==> src/hw/kpus_pkg.sv <==
// Purpose: shared constants of the key power-up sequencer
// Assumes: 100 MHz system clock, internal oscillator tick derived from it
// Notes:   times are kept in their printed units, cycle counts derived here
package kpus_pkg;
  localparam int unsigned CLK_HZ          = 100_000_000;
  localparam int unsigned OSC_DIV         = 100;           // 1 MHz oscillator tick
  localparam int unsigned OSC_HZ          = CLK_HZ / OSC_DIV;
  localparam int unsigned KEY_FILT_US     = 16_000;        // key filter time, typ
  localparam int unsigned REG_DELAY_US    = 1_000;         // regulator start delay
  localparam int unsigned RAIL33_DELAY_US = 1_000;         // 3.3 V delay, 1.0 ms
  localparam int unsigned OV_FILT_US      = 1_000;         // overvoltage filter
  localparam int unsigned US_PER_S        = 1_000_000;
  localparam int unsigned KEY_FILT_TICKS  = KEY_FILT_US * (OSC_HZ / US_PER_S);
  localparam int unsigned REG_DELAY_TICKS = REG_DELAY_US * (OSC_HZ / US_PER_S);
  localparam int unsigned RAIL33_TICKS    = RAIL33_DELAY_US * (OSC_HZ / US_PER_S);
  localparam int unsigned OV_FILT_TICKS   = OV_FILT_US * (OSC_HZ / US_PER_S);
  localparam int unsigned CNT_W           = 16;
endpackage : kpus_pkg

==> src/hw/kpus_filter.sv <==
// Purpose: qualify a level: output high once input held for a tick count
// Assumes: tick is a one-cycle enable; input already synchronised
// Notes:   count restarts whenever the input drops
`timescale 1ns/100ps
module kpus_filter #(
  parameter int unsigned CNT_W = 16
) (
  input  wire logic             i_clk,
  input  wire logic             i_rst_n,
  input  wire logic             i_tick,
  input  wire logic             i_level,
  input  wire logic [CNT_W-1:0] i_limit,
  output logic                  o_qual
);
  logic [CNT_W-1:0] cnt_reg;
  logic [CNT_W-1:0] cnt_next;
  logic             qual_reg;
  logic             qual_next;

  // count ticks while level holds, clear on drop
  always_comb begin
    cnt_next  = cnt_reg;
    qual_next = qual_reg;
    if (!i_level) begin
      cnt_next  = '0;
      qual_next = 1'b0;
    end else if (i_tick && !qual_reg) begin
      if (cnt_reg >= i_limit - 1'b1) qual_next = 1'b1;
      else cnt_next = cnt_reg + 1'b1;
    end
  end

  // register count and qualified flag
  always_ff @(posedge i_clk or negedge i_rst_n) begin
    if (!i_rst_n) begin
      cnt_reg  <= '0;
      qual_reg <= 1'b0;
    end else begin
      cnt_reg  <= cnt_next;
      qual_reg <= qual_next;
    end
  end

  assign o_qual = qual_reg;
endmodule : kpus_filter

==> src/hw/kpus_sequencer.sv <==
// Purpose: power-up sequencing from ignition key to regulator enables
// Assumes: comparator outputs arrive asynchronously and are synchronised
// Notes:   latch timeout generation is external; overvoltage shutdown and power-down on loss of enable are here
//
// What this block does
// - switch on relay and rails only after key stays high for the full filter time
// - non-permanent supply: first turn on the main relay drive
// - filter, relay drive and oscillator run from key-pin supply alone
// - enable internal bias once battery pin clears rising undervoltage threshold
// - enable five volt rail one regulator delay after bias enable
// - enable three volt rail about 1.0 ms after five volt rail is good
// - sensor tracking supplies enable together with five volt rail
// - permanent supply: enable bias directly when key exceeds high threshold
// - permanent supply: five volt rail one regulator delay after key filter
// - switch off when battery overvoltage lasts longer than its filter time
// - internal enable: not undervoltage and (key or unexpired latch-hold)
`timescale 1ns/100ps
module kpus_sequencer #(
  parameter int unsigned KEY_FILT_TICKS  = kpus_pkg::KEY_FILT_TICKS,
  parameter int unsigned REG_DELAY_TICKS = kpus_pkg::REG_DELAY_TICKS,
  parameter int unsigned RAIL33_TICKS    = kpus_pkg::RAIL33_TICKS,
  parameter int unsigned OV_FILT_TICKS   = kpus_pkg::OV_FILT_TICKS
) (
  input  wire logic i_clk,
  input  wire logic i_reset_n,
  input  wire logic i_key_high_threshold,
  input  wire logic i_battery_not_undervoltage,
  input  wire logic i_battery_overvoltage,
  input  wire logic i_five_volt_rail_good,
  input  wire logic i_permanent_supply,
  input  wire logic i_latch_hold_request_n,
  input  wire logic i_latch_hold_not_expired,
  output logic      o_main_relay_drive,
  output logic      o_bias_enable,
  output logic      o_five_volt_rail,
  output logic      o_sensor_tracking_supplies,
  output logic      o_three_volt_rail,
  output logic      o_internal_enable
);
  localparam int unsigned W = kpus_pkg::CNT_W;

  typedef enum logic [2:0] {
    KPUS_OFF, KPUS_RELAY, KPUS_BIAS, KPUS_RAIL5, KPUS_RAIL3, KPUS_SHUT
  } kpus_state_t;

  // reset release through two flops
  logic rst_meta_reg;
  logic rst_n;
  always_ff @(posedge i_clk or negedge i_reset_n) begin
    if (!i_reset_n) begin
      rst_meta_reg <= 1'b0;
      rst_n        <= 1'b0;
    end else begin
      rst_meta_reg <= 1'b1;
      rst_n        <= rst_meta_reg;
    end
  end

  // two-flop synchronisers for the analog comparator and pin inputs
  localparam int NSYNC = 7;
  logic [NSYNC-1:0] sync_in;
  logic [NSYNC-1:0] sync1_reg;
  logic [NSYNC-1:0] sync2_reg;
  assign sync_in = {i_key_high_threshold, i_battery_not_undervoltage,
                    i_battery_overvoltage, i_five_volt_rail_good,
                    i_permanent_supply, i_latch_hold_request_n,
                    i_latch_hold_not_expired};
  always_ff @(posedge i_clk or negedge rst_n) begin
    if (!rst_n) begin
      sync1_reg <= '0;
      sync2_reg <= '0;
    end else begin
      sync1_reg <= sync_in;
      sync2_reg <= sync1_reg;
    end
  end
  logic key_s, bat_ok_s, ov_s, rail5_s, perm_s, hold_n_s, hold_ok_s;
  assign {key_s, bat_ok_s, ov_s, rail5_s, perm_s, hold_n_s, hold_ok_s} = sync2_reg;

  // internal oscillator tick, free running from key-pin supply
  logic [7:0] div_reg;
  logic [7:0] div_next;
  logic       tick;
  always_comb begin
    div_next = div_reg + 8'h01;
    if (div_reg == 8'(kpus_pkg::OSC_DIV - 1)) div_next = 8'h00;
  end
  always_ff @(posedge i_clk or negedge rst_n) begin
    if (!rst_n) div_reg <= 8'h00;
    else div_reg <= div_next;
  end
  assign tick = (div_reg == 8'(kpus_pkg::OSC_DIV - 1));

  // filtered key and overvoltage levels
  logic key_filt;
  logic ov_filt;
  kpus_filter #(.CNT_W(W)) u_key_filt (
    .i_clk   (i_clk),
    .i_rst_n (rst_n),
    .i_tick  (tick),
    .i_level (key_s),
    .i_limit (W'(KEY_FILT_TICKS)),
    .o_qual  (key_filt)
  );
  kpus_filter #(.CNT_W(W)) u_ov_filt (
    .i_clk   (i_clk),
    .i_rst_n (rst_n),
    .i_tick  (tick),
    .i_level (ov_s),
    .i_limit (W'(OV_FILT_TICKS)),
    .o_qual  (ov_filt)
  );

  // internal enable from key or unexpired latch-hold
  logic en_int;
  assign en_int = bat_ok_s && (key_filt || (!hold_n_s && hold_ok_s));

  // sequencer state and delay counter
  kpus_state_t st_reg, st_next;
  logic [W-1:0] dly_reg, dly_next;
  logic         perm_bias;
  assign perm_bias = perm_s && key_s;

  always_comb begin
    st_next  = st_reg;
    dly_next = dly_reg;
    case (st_reg)
      KPUS_OFF: begin
        dly_next = '0;
        if (key_filt) st_next = perm_s ? KPUS_BIAS : KPUS_RELAY;
      end
      KPUS_RELAY: begin
        if (bat_ok_s) st_next = KPUS_BIAS;
      end
      KPUS_BIAS: begin
        if (tick) begin
          if (dly_reg >= W'(REG_DELAY_TICKS - 1)) begin
            st_next  = KPUS_RAIL5;
            dly_next = '0;
          end else dly_next = dly_reg + 1'b1;
        end
      end
      KPUS_RAIL5: begin
        if (!rail5_s) dly_next = '0;
        else if (tick) begin
          if (dly_reg >= W'(RAIL33_TICKS - 1)) st_next = KPUS_RAIL3;
          else dly_next = dly_reg + 1'b1;
        end
      end
      KPUS_RAIL3: st_next = KPUS_RAIL3;
      KPUS_SHUT: begin
        dly_next = '0;
        if (!key_s && !ov_filt) st_next = KPUS_OFF;
      end
      default: st_next = KPUS_OFF;
    endcase
    if (ov_filt) st_next = KPUS_SHUT;
    else if (st_reg != KPUS_OFF && st_reg != KPUS_SHUT && !en_int && !perm_s
             && st_reg != KPUS_RELAY)
      st_next = KPUS_OFF;
    else if (st_reg != KPUS_SHUT && st_reg != KPUS_OFF && !key_filt && !perm_s
             && st_reg == KPUS_RELAY)
      st_next = KPUS_OFF;
    else if (perm_s && st_reg != KPUS_SHUT && st_reg != KPUS_OFF && !en_int)
      st_next = KPUS_OFF;
  end

  always_ff @(posedge i_clk or negedge rst_n) begin
    if (!rst_n) begin
      st_reg  <= KPUS_OFF;
      dly_reg <= '0;
    end else begin
      st_reg  <= st_next;
      dly_reg <= dly_next;
    end
  end

  // output enables registered from next state; bias also from permanent key, internal enable from en_int
  logic relay_reg, bias_reg, rail5_reg, rail3_reg, en_reg;
  logic relay_next, bias_next, rail5_next, rail3_next;
  always_comb begin
    relay_next = (st_next != KPUS_OFF) && (st_next != KPUS_SHUT);
    bias_next  = (st_next == KPUS_BIAS) || (st_next == KPUS_RAIL5) ||
                 (st_next == KPUS_RAIL3) ||
                 (perm_bias && st_next != KPUS_SHUT);
    rail5_next = (st_next == KPUS_RAIL5) || (st_next == KPUS_RAIL3);
    rail3_next = (st_next == KPUS_RAIL3);
  end
  always_ff @(posedge i_clk or negedge rst_n) begin
    if (!rst_n) begin
      relay_reg <= 1'b0;
      bias_reg  <= 1'b0;
      rail5_reg <= 1'b0;
      rail3_reg <= 1'b0;
      en_reg    <= 1'b0;
    end else begin
      relay_reg <= relay_next;
      bias_reg  <= bias_next;
      rail5_reg <= rail5_next;
      rail3_reg <= rail3_next;
      en_reg    <= en_int;
    end
  end

  assign o_main_relay_drive         = relay_reg;
  assign o_bias_enable              = bias_reg;
  assign o_five_volt_rail           = rail5_reg;
  assign o_sensor_tracking_supplies = rail5_reg;
  assign o_three_volt_rail          = rail3_reg;
  assign o_internal_enable          = en_reg;

  // checks
  chk_relay_first: assert property (@(posedge i_clk) disable iff (!rst_n)
    $rose(o_bias_enable) && !perm_s |-> o_main_relay_drive)
    else $error("bias enabled before relay drive");
  chk_key_filter: assert property (@(posedge i_clk) disable iff (!rst_n)
    $rose(o_main_relay_drive) |-> key_filt)
    else $error("switched on without filtered key");
  chk_bias_bat: assert property (@(posedge i_clk) disable iff (!rst_n)
    $rose(o_bias_enable) && !perm_s |-> bat_ok_s)
    else $error("bias without battery release");
  chk_rail5_bias: assert property (@(posedge i_clk) disable iff (!rst_n)
    o_five_volt_rail |-> o_bias_enable)
    else $error("five volt rail without bias");
  chk_rail3_order: assert property (@(posedge i_clk) disable iff (!rst_n)
    $rose(o_three_volt_rail) |-> $past(o_five_volt_rail, 2))
    else $error("three volt rail too early");
  chk_track_rail5: assert property (@(posedge i_clk) disable iff (!rst_n)
    o_sensor_tracking_supplies == o_five_volt_rail &&
    o_sensor_tracking_supplies == (st_reg == KPUS_RAIL5 || st_reg == KPUS_RAIL3))
    else $error("tracking supplies differ from rail");
  chk_perm_bias: assert property (@(posedge i_clk) disable iff (!rst_n)
    perm_s && key_s && !ov_filt && st_reg != KPUS_SHUT |=> o_bias_enable)
    else $error("permanent bias missing");
  chk_ov_off: assert property (@(posedge i_clk) disable iff (!rst_n)
    ov_filt |=> ##1 !o_five_volt_rail && !o_main_relay_drive)
    else $error("overvoltage did not switch off");
  chk_int_en: assert property (@(posedge i_clk) disable iff (!rst_n)
    o_internal_enable |-> $past(bat_ok_s))
    else $error("enable while undervoltage");
  cov_full_up: cover property (@(posedge i_clk) disable iff (!rst_n)
    $rose(o_three_volt_rail));
  cov_perm: cover property (@(posedge i_clk) disable iff (!rst_n)
    perm_s && $rose(o_five_volt_rail));
  cov_ov: cover property (@(posedge i_clk) disable iff (!rst_n)
    st_reg == KPUS_SHUT);
endmodule : kpus_sequencer

==> config.mk <==
export PLATFORM = sky130hd
export DESIGN_NAME = kpus_sequencer
export DESIGN_NICKNAME = d
export VERILOG_FILES = /design/src/hw/kpus_pkg.sv /design/src/hw/kpus_filter.sv /design/src/hw/kpus_sequencer.sv
export SDC_FILE = /design/constraint.sdc
export NUM_CORES = 1
export LEC_CHECK = 0
export BUFFER_PORTS_ARGS = -buffer_cell sky130_fd_sc_hd__buf_2
export CORE_ASPECT_RATIO = 1.25
export CORE_MARGIN = 5
export CORE_UTILIZATION = 55
export CTS_CLUSTER_SIZE = 8
export DETAILED_ROUTE_END_ITERATION = 10
export GPL_TIMING_DRIVEN = 0
export HOLD_SLACK_MARGIN = 0.12
export PLACE_DENSITY = 0.77
export SYNTH_ARGS = -nofsm -noshare
export SYNTH_HDL_FRONTEND = slang
export SYNTH_SLANG_ARGS = --single-unit
==> constraint.sdc <==
create_clock -name i_clk -period 4.8 [get_ports i_clk]
set_input_delay 0.24 -clock i_clk [delete_from_list [all_inputs] [get_ports i_clk]]
set_output_delay 0.24 -clock i_clk [all_outputs]
set_load 0.005 [all_outputs]
==> metrics.yaml, run 1 <==
drive_gt1_share_pct: 12.1
coreArea_um2: 6520
synthesis.area_um2: 3650
cp_cell_sequence: "ha_1 > nor3b_1 > nand2_1 > nor4_4 > nand4b_1 > xor2_1 > nor2_1"
p_int_uw: 954
num_rows: 33
crit_path_end_kind: "register"
vias_per_cell: 5.55
synthFlopType: "dfrtp_1"
fillers: 545
rsz0062_at_grt: "no"
die_w_um: 82.9
start_util_pct: 55.9
antenna_found_initial: 0
max_freq_ghz: 0.410
pwr-share-clk_pct: 40.8
place_ws_ps: 2380
num_vias: 2541
skew_ps: 10.5
powerDensity_nw_per_um2: 299
power_switching_uw: 284
track_usage_pct: 16.8
min_path_type: "reg2async"
run_status: "complete, no violations"
worst_slew_pin_slew_ps: 613
min_period_over_period_pct: 50.8
clk_latency_ps: 350
ys_seq_elements: 82
cp-start-kind: "register"
pwr-share-comb_pct: 2.3
vdd_drop_max_uv: 239
crit_arrival_ps: 2670
wl_per_cell_um: 14.1
crit_required_ps: 5030
cts_made_buffers: 9
clock-sinks: 82
io_pins: 15
first_iter_violations: 83
clk_path_buf_depth: 2
synth-warning-count: 0
avgSynthCellArea_um2: 11.0
finalSetupViolCount: 0
slowest_delay_ps: 640
path_max_fanout: 10
grt_pass1_wl_mm: 11.5
async_flop_share_pct: 100
synthCells: 332
grt_max_degree: 70
synth_nets: 345
synth_edf_count: 0
power_frac_seq_pct: 56.8
clkTransAtPathRegs_ps: 90
area_delta_synth_final_pct: 13.4
critPathKind: "reg2reg"
startpoint: "div_reg[0]$_DFF_PN0_"
whs_ps: 175
firstDrtPassIters: 4
switching_share_pct: 22.9
grt_pass1_vias: 2575
final_nets: 379
hpwlAfterDp_mm: 4.33
cts-root-buf: "clkbuf_8"
fin_crit_ps: 2440
routabilityCongestion: 0.871
hold_viol: 0
p_leak_nw: 1.92
post_cts_resized: 0
slew_viol_final: 0
max-cap-violations: 0
seq_area_frac_synth_pct: 56.2
r2r_start: "div_reg[0]$_DFF_PN0_"
drt-total-wl_mm: 6.46
gr-total-overflow: 0
h-tree-depth: 3
io_buffers: 14
dieArea_um2: 8380
drc_errors: 0
cts_setup_buffers: 0
crit_slowest_cell: "nor4_4"
diodes: 0
chipHeight_um: 101
setup_ws_ps: 2360
cts_tree: "yes"
crit_family: "simple AND/OR/NAND/NOR gates"
synth_cell_type_count: 54
slew_headroom_pct: 58.8
ant_nets: 0
worstPathBufferInverterCount: 0
fin_tns_setup_ps: 0
-- cell families (layout without fill, tap and decap cells) --
group / Yosys count / in the layout / share of synthesized area [%]
other: 1 / 1 / 0.103
DFF: 82 / 82 / 56.2
AOI/OAI and AO/OA: 60 / 60 / 11.8
xor gates and xnor gates: 26 / 26 / 6.24
and+or+nand+nor: 139 / 139 / 21.6
buffers and inverters: 18 / 57 / 2.13
muxes: 2 / 2 / 0.549
adders and majority gates: 4 / 4 / 1.37
-- worst register-to-register path, stage by stage (launching register included) --
cell and delay (ps):
dfrtp_1 390, ha_1 210, nor3b_1 270, nand2_1 270, nor4_4 640, nand4b_1 260, xor2_1 220, nor2_1 60
-- power groups by stage --
stage               clock network (mW)  registers, mW  logic, mW
floorplan                            0          0.723    0.00533
global placement                     0          0.727     0.0111
detailed placement                   0          0.717     0.0250
CTS                              0.516          0.704     0.0301
global route                     0.549          0.705     0.0339
finish                           0.505          0.704     0.0290
-- final cells by class --
class                      count  area, µm²  share of cell area, %
clock buffer                   9        124                   2.99
buffer                        10       47.5                   1.15
inverter                       8       30.0                  0.725
tap                           87        109                   2.63
multi-input combinational    232       1520                   36.7
clock inverter                 7       76.3                   1.84
sequential                    82       2060                   49.7
timing repair buffer          23        178                   4.29
-- path summary, 6_finish.rpt --
kind	endpoint	slack (ps)	cells after the start
hold reg to reg	u_ov_filt.cnt_reg[12]$_DFFE_PN0P_	170	0
setup / recovery	u_ov_filt.cnt_reg[7]$_DFFE_PN0P_	2360	7
setup reg to reg	u_ov_filt.cnt_reg[7]$_DFFE_PN0P_	2360	7
max in group asynchronous	o_main_relay_drive$_DFF_PN0_	4050	1
hold / removal	u_ov_filt.cnt_reg[12]$_DFFE_PN0P_	170	0
min in group i_clk	sync2_reg[3]$_DFF_PN0_	350	0
-- Yosys cell counts (all sizes together) (7+ instances only) --
cell type,instances,share of area (%)
xor2,10,2.4
nand4,8,1.4
nand3,13,1.8
nand2,23,2.4
xnor2,16,3.8
dfrtp,82,56
o21a,7,1.4
and2,26,4.5
and3,9,1.5
o21ai,15,2.1
inv,8,0.82
nor2,25,2.6
a21oi,10,1.4
-- timing repair --
action	CTS	global route
hold buffers	8	0
endpoints found under the hold margin	9	0
endpoints found under the setup margin	0	0
-- stage by stage --
step	std cells	total power, mW	util [%]	area (µm²)
detailed placement	434	0.742	59.2	3860
finish	458	1.24	63.5	4140
global placement	433	0.738	58.7	3830
global route	458	1.29	63.5	4140
CTS	458	1.25	63.5	4140
floorplan	332	0.729	-	3650
-- cell usage in the layout (no fill, tap or decap), drive strengths merged, types with 4 or more instances in the layout --
| cell type | netlist | final |
|---|---|---|
| nand2 | 23 | 23 |
| nor4 | 5 | 5 |
| a21oi | 10 | 10 |
| dfrtp | 82 | 82 |
| xor2 | 10 | 10 |
| dlygate4sd3 | 0 | 8 |
| nor3 | 4 | 4 |
| nand4 | 8 | 8 |
| ha | 4 | 4 |
| clkbuf | 6 | 15 |
| a21boi | 5 | 5 |
| o21a | 7 | 7 |
| and4 | 4 | 4 |
| and2 | 26 | 26 |
| nor2b | 4 | 4 |
| and3 | 9 | 9 |
| inv | 8 | 11 |
| nand3 | 13 | 13 |
| or3 | 6 | 6 |
| nor2 | 25 | 25 |
| xnor2 | 16 | 16 |
| o21ai | 15 | 15 |
| buf | 4 | 19 |
-- routing by layer --
| metal | wire length [µm] | global-route usage, % | vias up |
|---|---|---|---|
| met4 | 145 | 7.42 | 0 |
| met1 | 2840 | 20.2 | 1244 |
| li1 | - | - | 1229 |
| met5 | 0 | 0 | - |
| met2 | 3210 | 28.6 | 54 |
| met3 | 256 | 4.33 | 14 |
Power figures use the tool's default switching activity.
==> run 2, diff against run 1 <==
Clock period 4.8 ns to 2.5 ns, I/O delays scaled along.
==> metrics.yaml, run 2 (synthesis gave the netlist of run 1 again) <==
run_status: "complete, no violations"  # unchanged
first_iter_violations: 95  # was 83
grt_pass1_vias: 2580  # was 2575
min_period_over_period_pct: 93.5  # was 50.8%
io_buffers: 14  # unchanged
area_delta_synth_final_pct: 14.6  # was 13.4%
finalSetupViolCount: 0  # unchanged
drc_errors: 0  # unchanged
diodes: 0  # unchanged
max-cap-violations: 0  # unchanged
fin_crit_ps: 2340  # was 2440 ps
cts_tree: "yes"  # unchanged
h-tree-depth: 3  # unchanged
crit_required_ps: 2750  # was 5030 ps
min_path_type: "reg2async"  # unchanged
drive_gt1_share_pct: 13.3  # was 12.1%
track_usage_pct: 16.9  # was 16.8%
gr-total-overflow: 0  # unchanged
fin_tns_setup_ps: 0  # unchanged
r2r_end: "dly_reg[8]$_DFFE_PN0P_"  # was u_ov_filt.cnt_reg[7]$_DFFE_PN0P_
start_util_pct: 55.9  # unchanged
clkTransAtPathRegs_ps: 90  # about the same
place_ws_ps: 84.4  # was 2380 ps
ant_nets: 0  # unchanged
final_cell_mix: "dfrtp_1 (81), and2_1 (26), nor2_1 (25)"  # unchanged
drt-total-wl_mm: 6.50  # was 6.46 mm
hold_viol: 0  # unchanged
crit_path_end_kind: "register"  # unchanged
vias_per_cell: 5.54  # was 5.55
r2r_slack_ps: 160  # was 2360 ps
r2r_cells: 8  # was 7
clk_latency_ps: 350  # about the same
clock-sinks: 82  # unchanged
cts-root-buf: "clkbuf_8"  # unchanged
setup.worst_path.end: "dly_reg[8]$_DFFE_PN0P_"  # was u_ov_filt.cnt_reg[7]$_DFFE_PN0P_
io_pins: 15  # unchanged
rsz0062_at_grt: "no"  # unchanged
crit_arrival_ps: 2580  # was 2670 ps
firstDrtPassIters: 5  # was 4
p_leak_nw: 1.94  # was 1.92 nW
num_vias: 2560  # was 2541
slew_viol_final: 0  # unchanged
dieArea_um2: 8380  # unchanged
startpoint: "dly_reg[0]$_DFFE_PN0P_"  # was div_reg[0]$_DFF_PN0_
chipHeight_um: 101  # unchanged
die_w_um: 82.9  # unchanged
vdd_drop_max_uv: 464  # was 239 µV
grt_pass1_wl_mm: 11.6  # was 11.5 mm
clk_path_buf_depth: 2  # unchanged
skew_ps: 9.83  # was 10.5 ps
hpwlAfterDp_mm: 4.33  # unchanged
critPathKind: "reg2reg"  # unchanged
num_rows: 33  # unchanged
powerDensity_nw_per_um2: 568  # was 299 nW/µm²
routabilityCongestion: 0.871  # unchanged
coreArea_um2: 6520  # unchanged
grt_max_degree: 70  # unchanged
layout_commonest_cell: "dfrtp_1"  # unchanged
final_nets: 383  # was 379
max_freq_ghz: 0.428  # was 0.410 GHz
antenna_found_initial: 0  # unchanged
cts_made_buffers: 9  # unchanged
r2r_start: "dly_reg[0]$_DFFE_PN0P_"  # was div_reg[0]$_DFF_PN0_
path_max_fanout: 6  # was 10
setup_ws_ps: 164  # was 2360 ps
wl_per_cell_um: 14.1  # about the same
cp-start-kind: "register"  # unchanged
## run 2: changes by cell type in the layout (fill, tap and decap cells not counted)
| cell | delta |
|---|---|
| buf_4 | +4 |
| a41oi_1 | -1 |
| a41oi_2 | +1 |
| clkbuf_1 | -1 |
| dlygate4sd3_1 | +1 |
## run 2: final cells by class
| class | instances | area (µm²) |
|---|---|---|
| inverters | 8 | 30.0 |
| flip-flops and latches | 82 | 2060 |
| clock inverters | 7 | 76.3 |
| well taps | 87 | 109 |
| plain buffers | 9 | 43.8 |
| clock buffers | 9 | 124 |
| multi-input cells | 232 | 1530 |
| fillers | 539 | 2340 |
| repair buffers | 28 | 218 |
## run 2: where the power goes
| group | switching, mW | total [mW] | internal, mW |
|---|---|---|---|
| clock network | 0.501 | 0.971 | 0.470 |
| logic | 0.0341 | 0.0568 | 0.0227 |
| registers | 0.0109 | 1.35 | 1.34 |
## run 2: routing by layer
| metal | share of wire [%] | wire (µm) | global-route usage [%] | vias to the layer above |
|---|---|---|---|---|
| met4 | 2.5 | 165 | 7.42 | 0 |
| li1 | - | - | - | 1238 |
| met2 | 50 | 3220 | 28.6 | 45 |
| met3 | 3.5 | 227 | 4.33 | 16 |
| met1 | 44 | 2890 | 20.4 | 1261 |
| met5 | 0 | 0 | 0 | - |
## run 2: metrics by stage
step	cell area [µm²]	utilization, %	cells	hold slack (ps)	power [mW]
6_report	4180	64.1	462	174	2.38
5_1_grt	4180	64.1	462	195	2.48
4_1_cts	4150	63.6	459	181	2.40
3_5_place_dp	3860	59.2	434	-86.1	1.43
3_3_place_gp	3830	58.7	433	-88.4	1.42
2_1_floorplan	3650	-	332	-171	1.40
## run 2: worst max-delay path, cell delays in order (launching register included)
cell and delay (ps):
dfrtp_1 430, ha_1 280, a211oi_1 330, nor3b_2 130
nor3_2 300, o41ai_4 130, buf_4 170, o31a_1 290
o21a_1 180
## run 2: worst min-delay path by stage
stage	start	end	cells after the start
after floorplan	i_reset_n	rst_meta_reg$_DFF_PN0_	0
after global placement	i_reset_n	rst_meta_reg$_DFF_PN0_	1
after detailed placement	i_reset_n	rst_meta_reg$_DFF_PN0_	1
after CTS	rst_n$_DFF_PN0_	sync2_reg[4]$_DFF_PN0_	0
after global routing	rst_n$_DFF_PN0_	sync2_reg[4]$_DFF_PN0_	0
final	rst_n$_DFF_PN0_	sync2_reg[4]$_DFF_PN0_	0
## run 2: repair_timing
item	in CTS	in global routing
endpoints found under the setup margin	0	20
buffers inserted	0	4
resized for setup	0	1
hold endpoints to repair	9	0
hold buffers	9	0
==> run 3, diff against run 2 <==
Settings changed: ABC_AREA set to 1.
==> metrics.yaml, run 3 <==
rsz0062_at_grt: "no"  # unchanged
r2r_slack_ps: 620  # was 160 ps
num_rows: 34  # was 33
fillers: 574  # was 539
diodes: 0  # unchanged
synth_top_cell_by_area: "dfrtp_1"  # unchanged
synthTopCellsByArea: "dfrtp_1 (52%), nand2_1 (8.5%), inv_1 (6.2%)"  # was dfrtp_1 (56%), and2_1 (4.5%), xnor2_1 (3.8%)
whs_ps: 199  # was 174 ps
cts-root-buf: "clkbuf_8"  # unchanged
async_flop_share_pct: 100  # unchanged
grt_max_degree: 65  # was 70
crit_required_ps: 2740  # was 2750 ps
finalSetupViolCount: 0  # unchanged
r2r_cells: 13  # was 8
cp-start-kind: "register"  # unchanged
fin_tns_setup_ps: 0  # unchanged
yosysMostFrequentCell: "nand2_1"  # was dfrtp_1
clk_path_buf_depth: 2  # unchanged
cts_made_buffers: 9  # unchanged
synth.top_cells.by_count: "nand2_1 (89), dfrtp_1 (82), inv_1 (65)"  # was dfrtp_1 (82), and2_1 (26), nor2_1 (25)
coreArea_um2: 6980  # was 6520 µm²
slew_viol_final: 0  # unchanged
crit_slowest_cell: "dfrtp_1"  # unchanged
drc_errors: 0  # unchanged
synthCells: 465  # was 332
synth_nets: 478  # was 345
cpMostUsedCell: "nand2_1"
cts_tree: "yes"  # unchanged
hold_buffers: 9  # unchanged
cp_cell_sequence: "ha_1 > nand2_1 > nand3_1 > nand2_1 > nand2_2 > nand2_1 > nand2_1 > nand2_1 > nand2_1 > nand2_2 > nand2_1 > nand3_1 > nand2_1"  # was ha_1 > a211oi_1 > nor3b_2 > nor3_2 > o41ai_4 > buf_4 > o31a_1 > o21a_1
gr-total-overflow: 0  # unchanged
synth_top_cell_area_share_pct: 52.1  # was 56.2%
slowest_delay_ps: 410  # was 430 ps
final_nets: 513  # was 383
final_cell_mix: "nand2_1 (89), dfrtp_1 (81), inv_1 (65)"  # was dfrtp_1 (81), and2_1 (26), nor2_1 (25)
drive_gt1_share_pct: 13.5  # was 13.3%
area_delta_synth_final_pct: 13.0  # was 14.6%
dpl_cell_area_um2: 4160  # was 3860 µm²
io_pins: 15  # unchanged
antenna_found_initial: 0  # unchanged
grt_pass1_wl_mm: 13.3  # was 11.6 mm
first_iter_violations: 116  # was 95
num_vias: 3046  # was 2560
track_usage_pct: 18.3  # was 16.9%
crit_arrival_ps: 2130  # was 2580 ps
p_leak_nw: 2.10  # was 1.94 nW
hpwlAfterDp_mm: 5.36  # was 4.33 mm
clkTransAtPathRegs_ps: 90  # about the same
run_status: "complete, no violations"  # unchanged
ant_nets: 0  # unchanged
r2r_end: "o_bias_enable$_DFF_PN0_"  # was dly_reg[8]$_DFFE_PN0P_
vdd_drop_max_uv: 501  # was 464 µV
clock-sinks: 82  # unchanged
fin_crit_ps: 1880  # was 2340 ps
die_w_um: 85.7  # was 82.9 µm
min_period_over_period_pct: 75.3  # was 93.5%
cts_setup_buffers: 0  # unchanged
synth_edf_count: 0  # unchanged
firstDrtPassIters: 5  # unchanged
max_freq_ghz: 0.532  # was 0.428 GHz
final_cells: 595  # was 462
synth-warning-count: 0  # unchanged
routabilityCongestion: 0.819  # was 0.871
min_path_type: "reg2async"  # unchanged
wl_per_cell_um: 12.7  # was 14.1 µm
dieArea_um2: 8970  # was 8380 µm²
clk_latency_ps: 360  # was 350 ps
synthFlopType: "dfrtp_1"  # unchanged
ys_seq_elements: 82  # unchanged
grt_pass1_vias: 3118  # was 2580
r2r_start: "dly_reg[0]$_DFFE_PN0P_"  # unchanged
skew_ps: 9.14  # was 9.83 ps
hold_viol: 0  # unchanged
seq_area_frac_synth_pct: 52.1  # was 56.2%
critPathKind: "reg2reg"  # unchanged
avgSynthCellArea_um2: 8.48  # was 11.0 µm²
crit_path_end_kind: "register"  # unchanged
synthesis.area_um2: 3940  # was 3650 µm²
path_max_fanout: 8  # was 6
dp_cells: 570  # was 434
drt-total-wl_mm: 7.54  # was 6.50 mm
h-tree-depth: 3  # unchanged
post_cts_resized: 0  # unchanged
design_area_um2: 4450  # was 4180 µm²
synth_cell_type_count: 37  # was 54
vias_per_cell: 5.12  # was 5.54
max-cap-violations: 0  # unchanged
start_util_pct: 56.5  # was 55.9%
layout_commonest_cell: "nand2_1"  # was dfrtp_1
chipHeight_um: 105  # was 101 µm
io_buffers: 14  # unchanged
powerDensity_nw_per_um2: 555  # was 568 nW/µm²
==> run 3: final cells by class <==
class                   count  area, µm²  share of cell area (%)
flip-flops and latches     82       2060                    46.2
multi-input cells         303       1550                    34.9
inverters                  70        263                    5.90
repair buffers             24        188                    4.21
clock buffers              10        138                    3.09
well taps                  90        113                    2.53
plain buffers              10       72.6                    1.63
clock inverters             6       71.3                    1.60
==> run 3: worst max path at each step <==
| stage | startpoint | endpoint | slack, ps | cells past startpoint |
|---|---|---|---|---|
| 3_5_place_dp | div_reg[0]$_DFF_PN0_ | u_ov_filt.cnt_reg[6]$_DFFE_PN0P_ | 630 | 11 |
| 4_1_cts | div_reg[0]$_DFF_PN0_ | u_ov_filt.cnt_reg[6]$_DFFE_PN0P_ | 630 | 11 |
| 3_3_place_gp | rst_n$_DFF_PN0_ | dly_reg[3]$_DFFE_PN0P_ | -730 | 0 |
| 5_1_grt | u_key_filt.cnt_reg[0]$_DFFE_PN0P_ | u_key_filt.cnt_reg[12]$_DFFE_PN0P_ | 410 | 11 |
| 2_1_floorplan | rst_n$_DFF_PN0_ | div_reg[0]$_DFF_PN0_ | 50 | 0 |
| 6_report | dly_reg[0]$_DFFE_PN0P_ | o_bias_enable$_DFF_PN0_ | 620 | 13 |
==> run 3: layer usage <==
metal / GRT usage, % / share of wire (%)
met4: 8.14 / 2.6
met3: 3.78 / 4.0
met2: 31.7 / 50
met5: 0 / 0
met1: 21.7 / 43
==> run 3: power breakdown <==
part	internal, mW	leakage, nW	switching [mW]	total [mW]
logic	0.0386	0.906	0.0666	0.105
registers	1.35	1.09	0.0209	1.37
clock network	0.497	0.0995	0.500	0.997
==> run 3: critical path: cells and delay by family, from the launching register on <==
kind | cells | cell delay [ps]
fa+ha+maj | 1 | 230
flops | 1 | 410
simple gates | 12 | 1130
==> run 3: cells by family after synthesis <==
logic type	after synthesis	synth area share (%)
other cells	1	0.0951
fa+ha+maj	4	1.27
buf+inv	80	8.51
simple gates	225	26.2
flops	82	52.1
compound gates	54	7.68
xor+xnor	19	4.22
==> run 3: metrics by stage <==
| stage | power [mW] | setup slack [ps] | utilization [%] |
|---|---|---|---|
| floorplan | 1.45 | 47.1 | - |
| CTS | 2.50 | 627 | 63.8 |
| global route | 2.56 | 408 | 63.8 |
| finish | 2.47 | 619 | 63.8 |
| global placement | 1.48 | -726 | 59.1 |
| detailed placement | 1.49 | 629 | 59.6 |
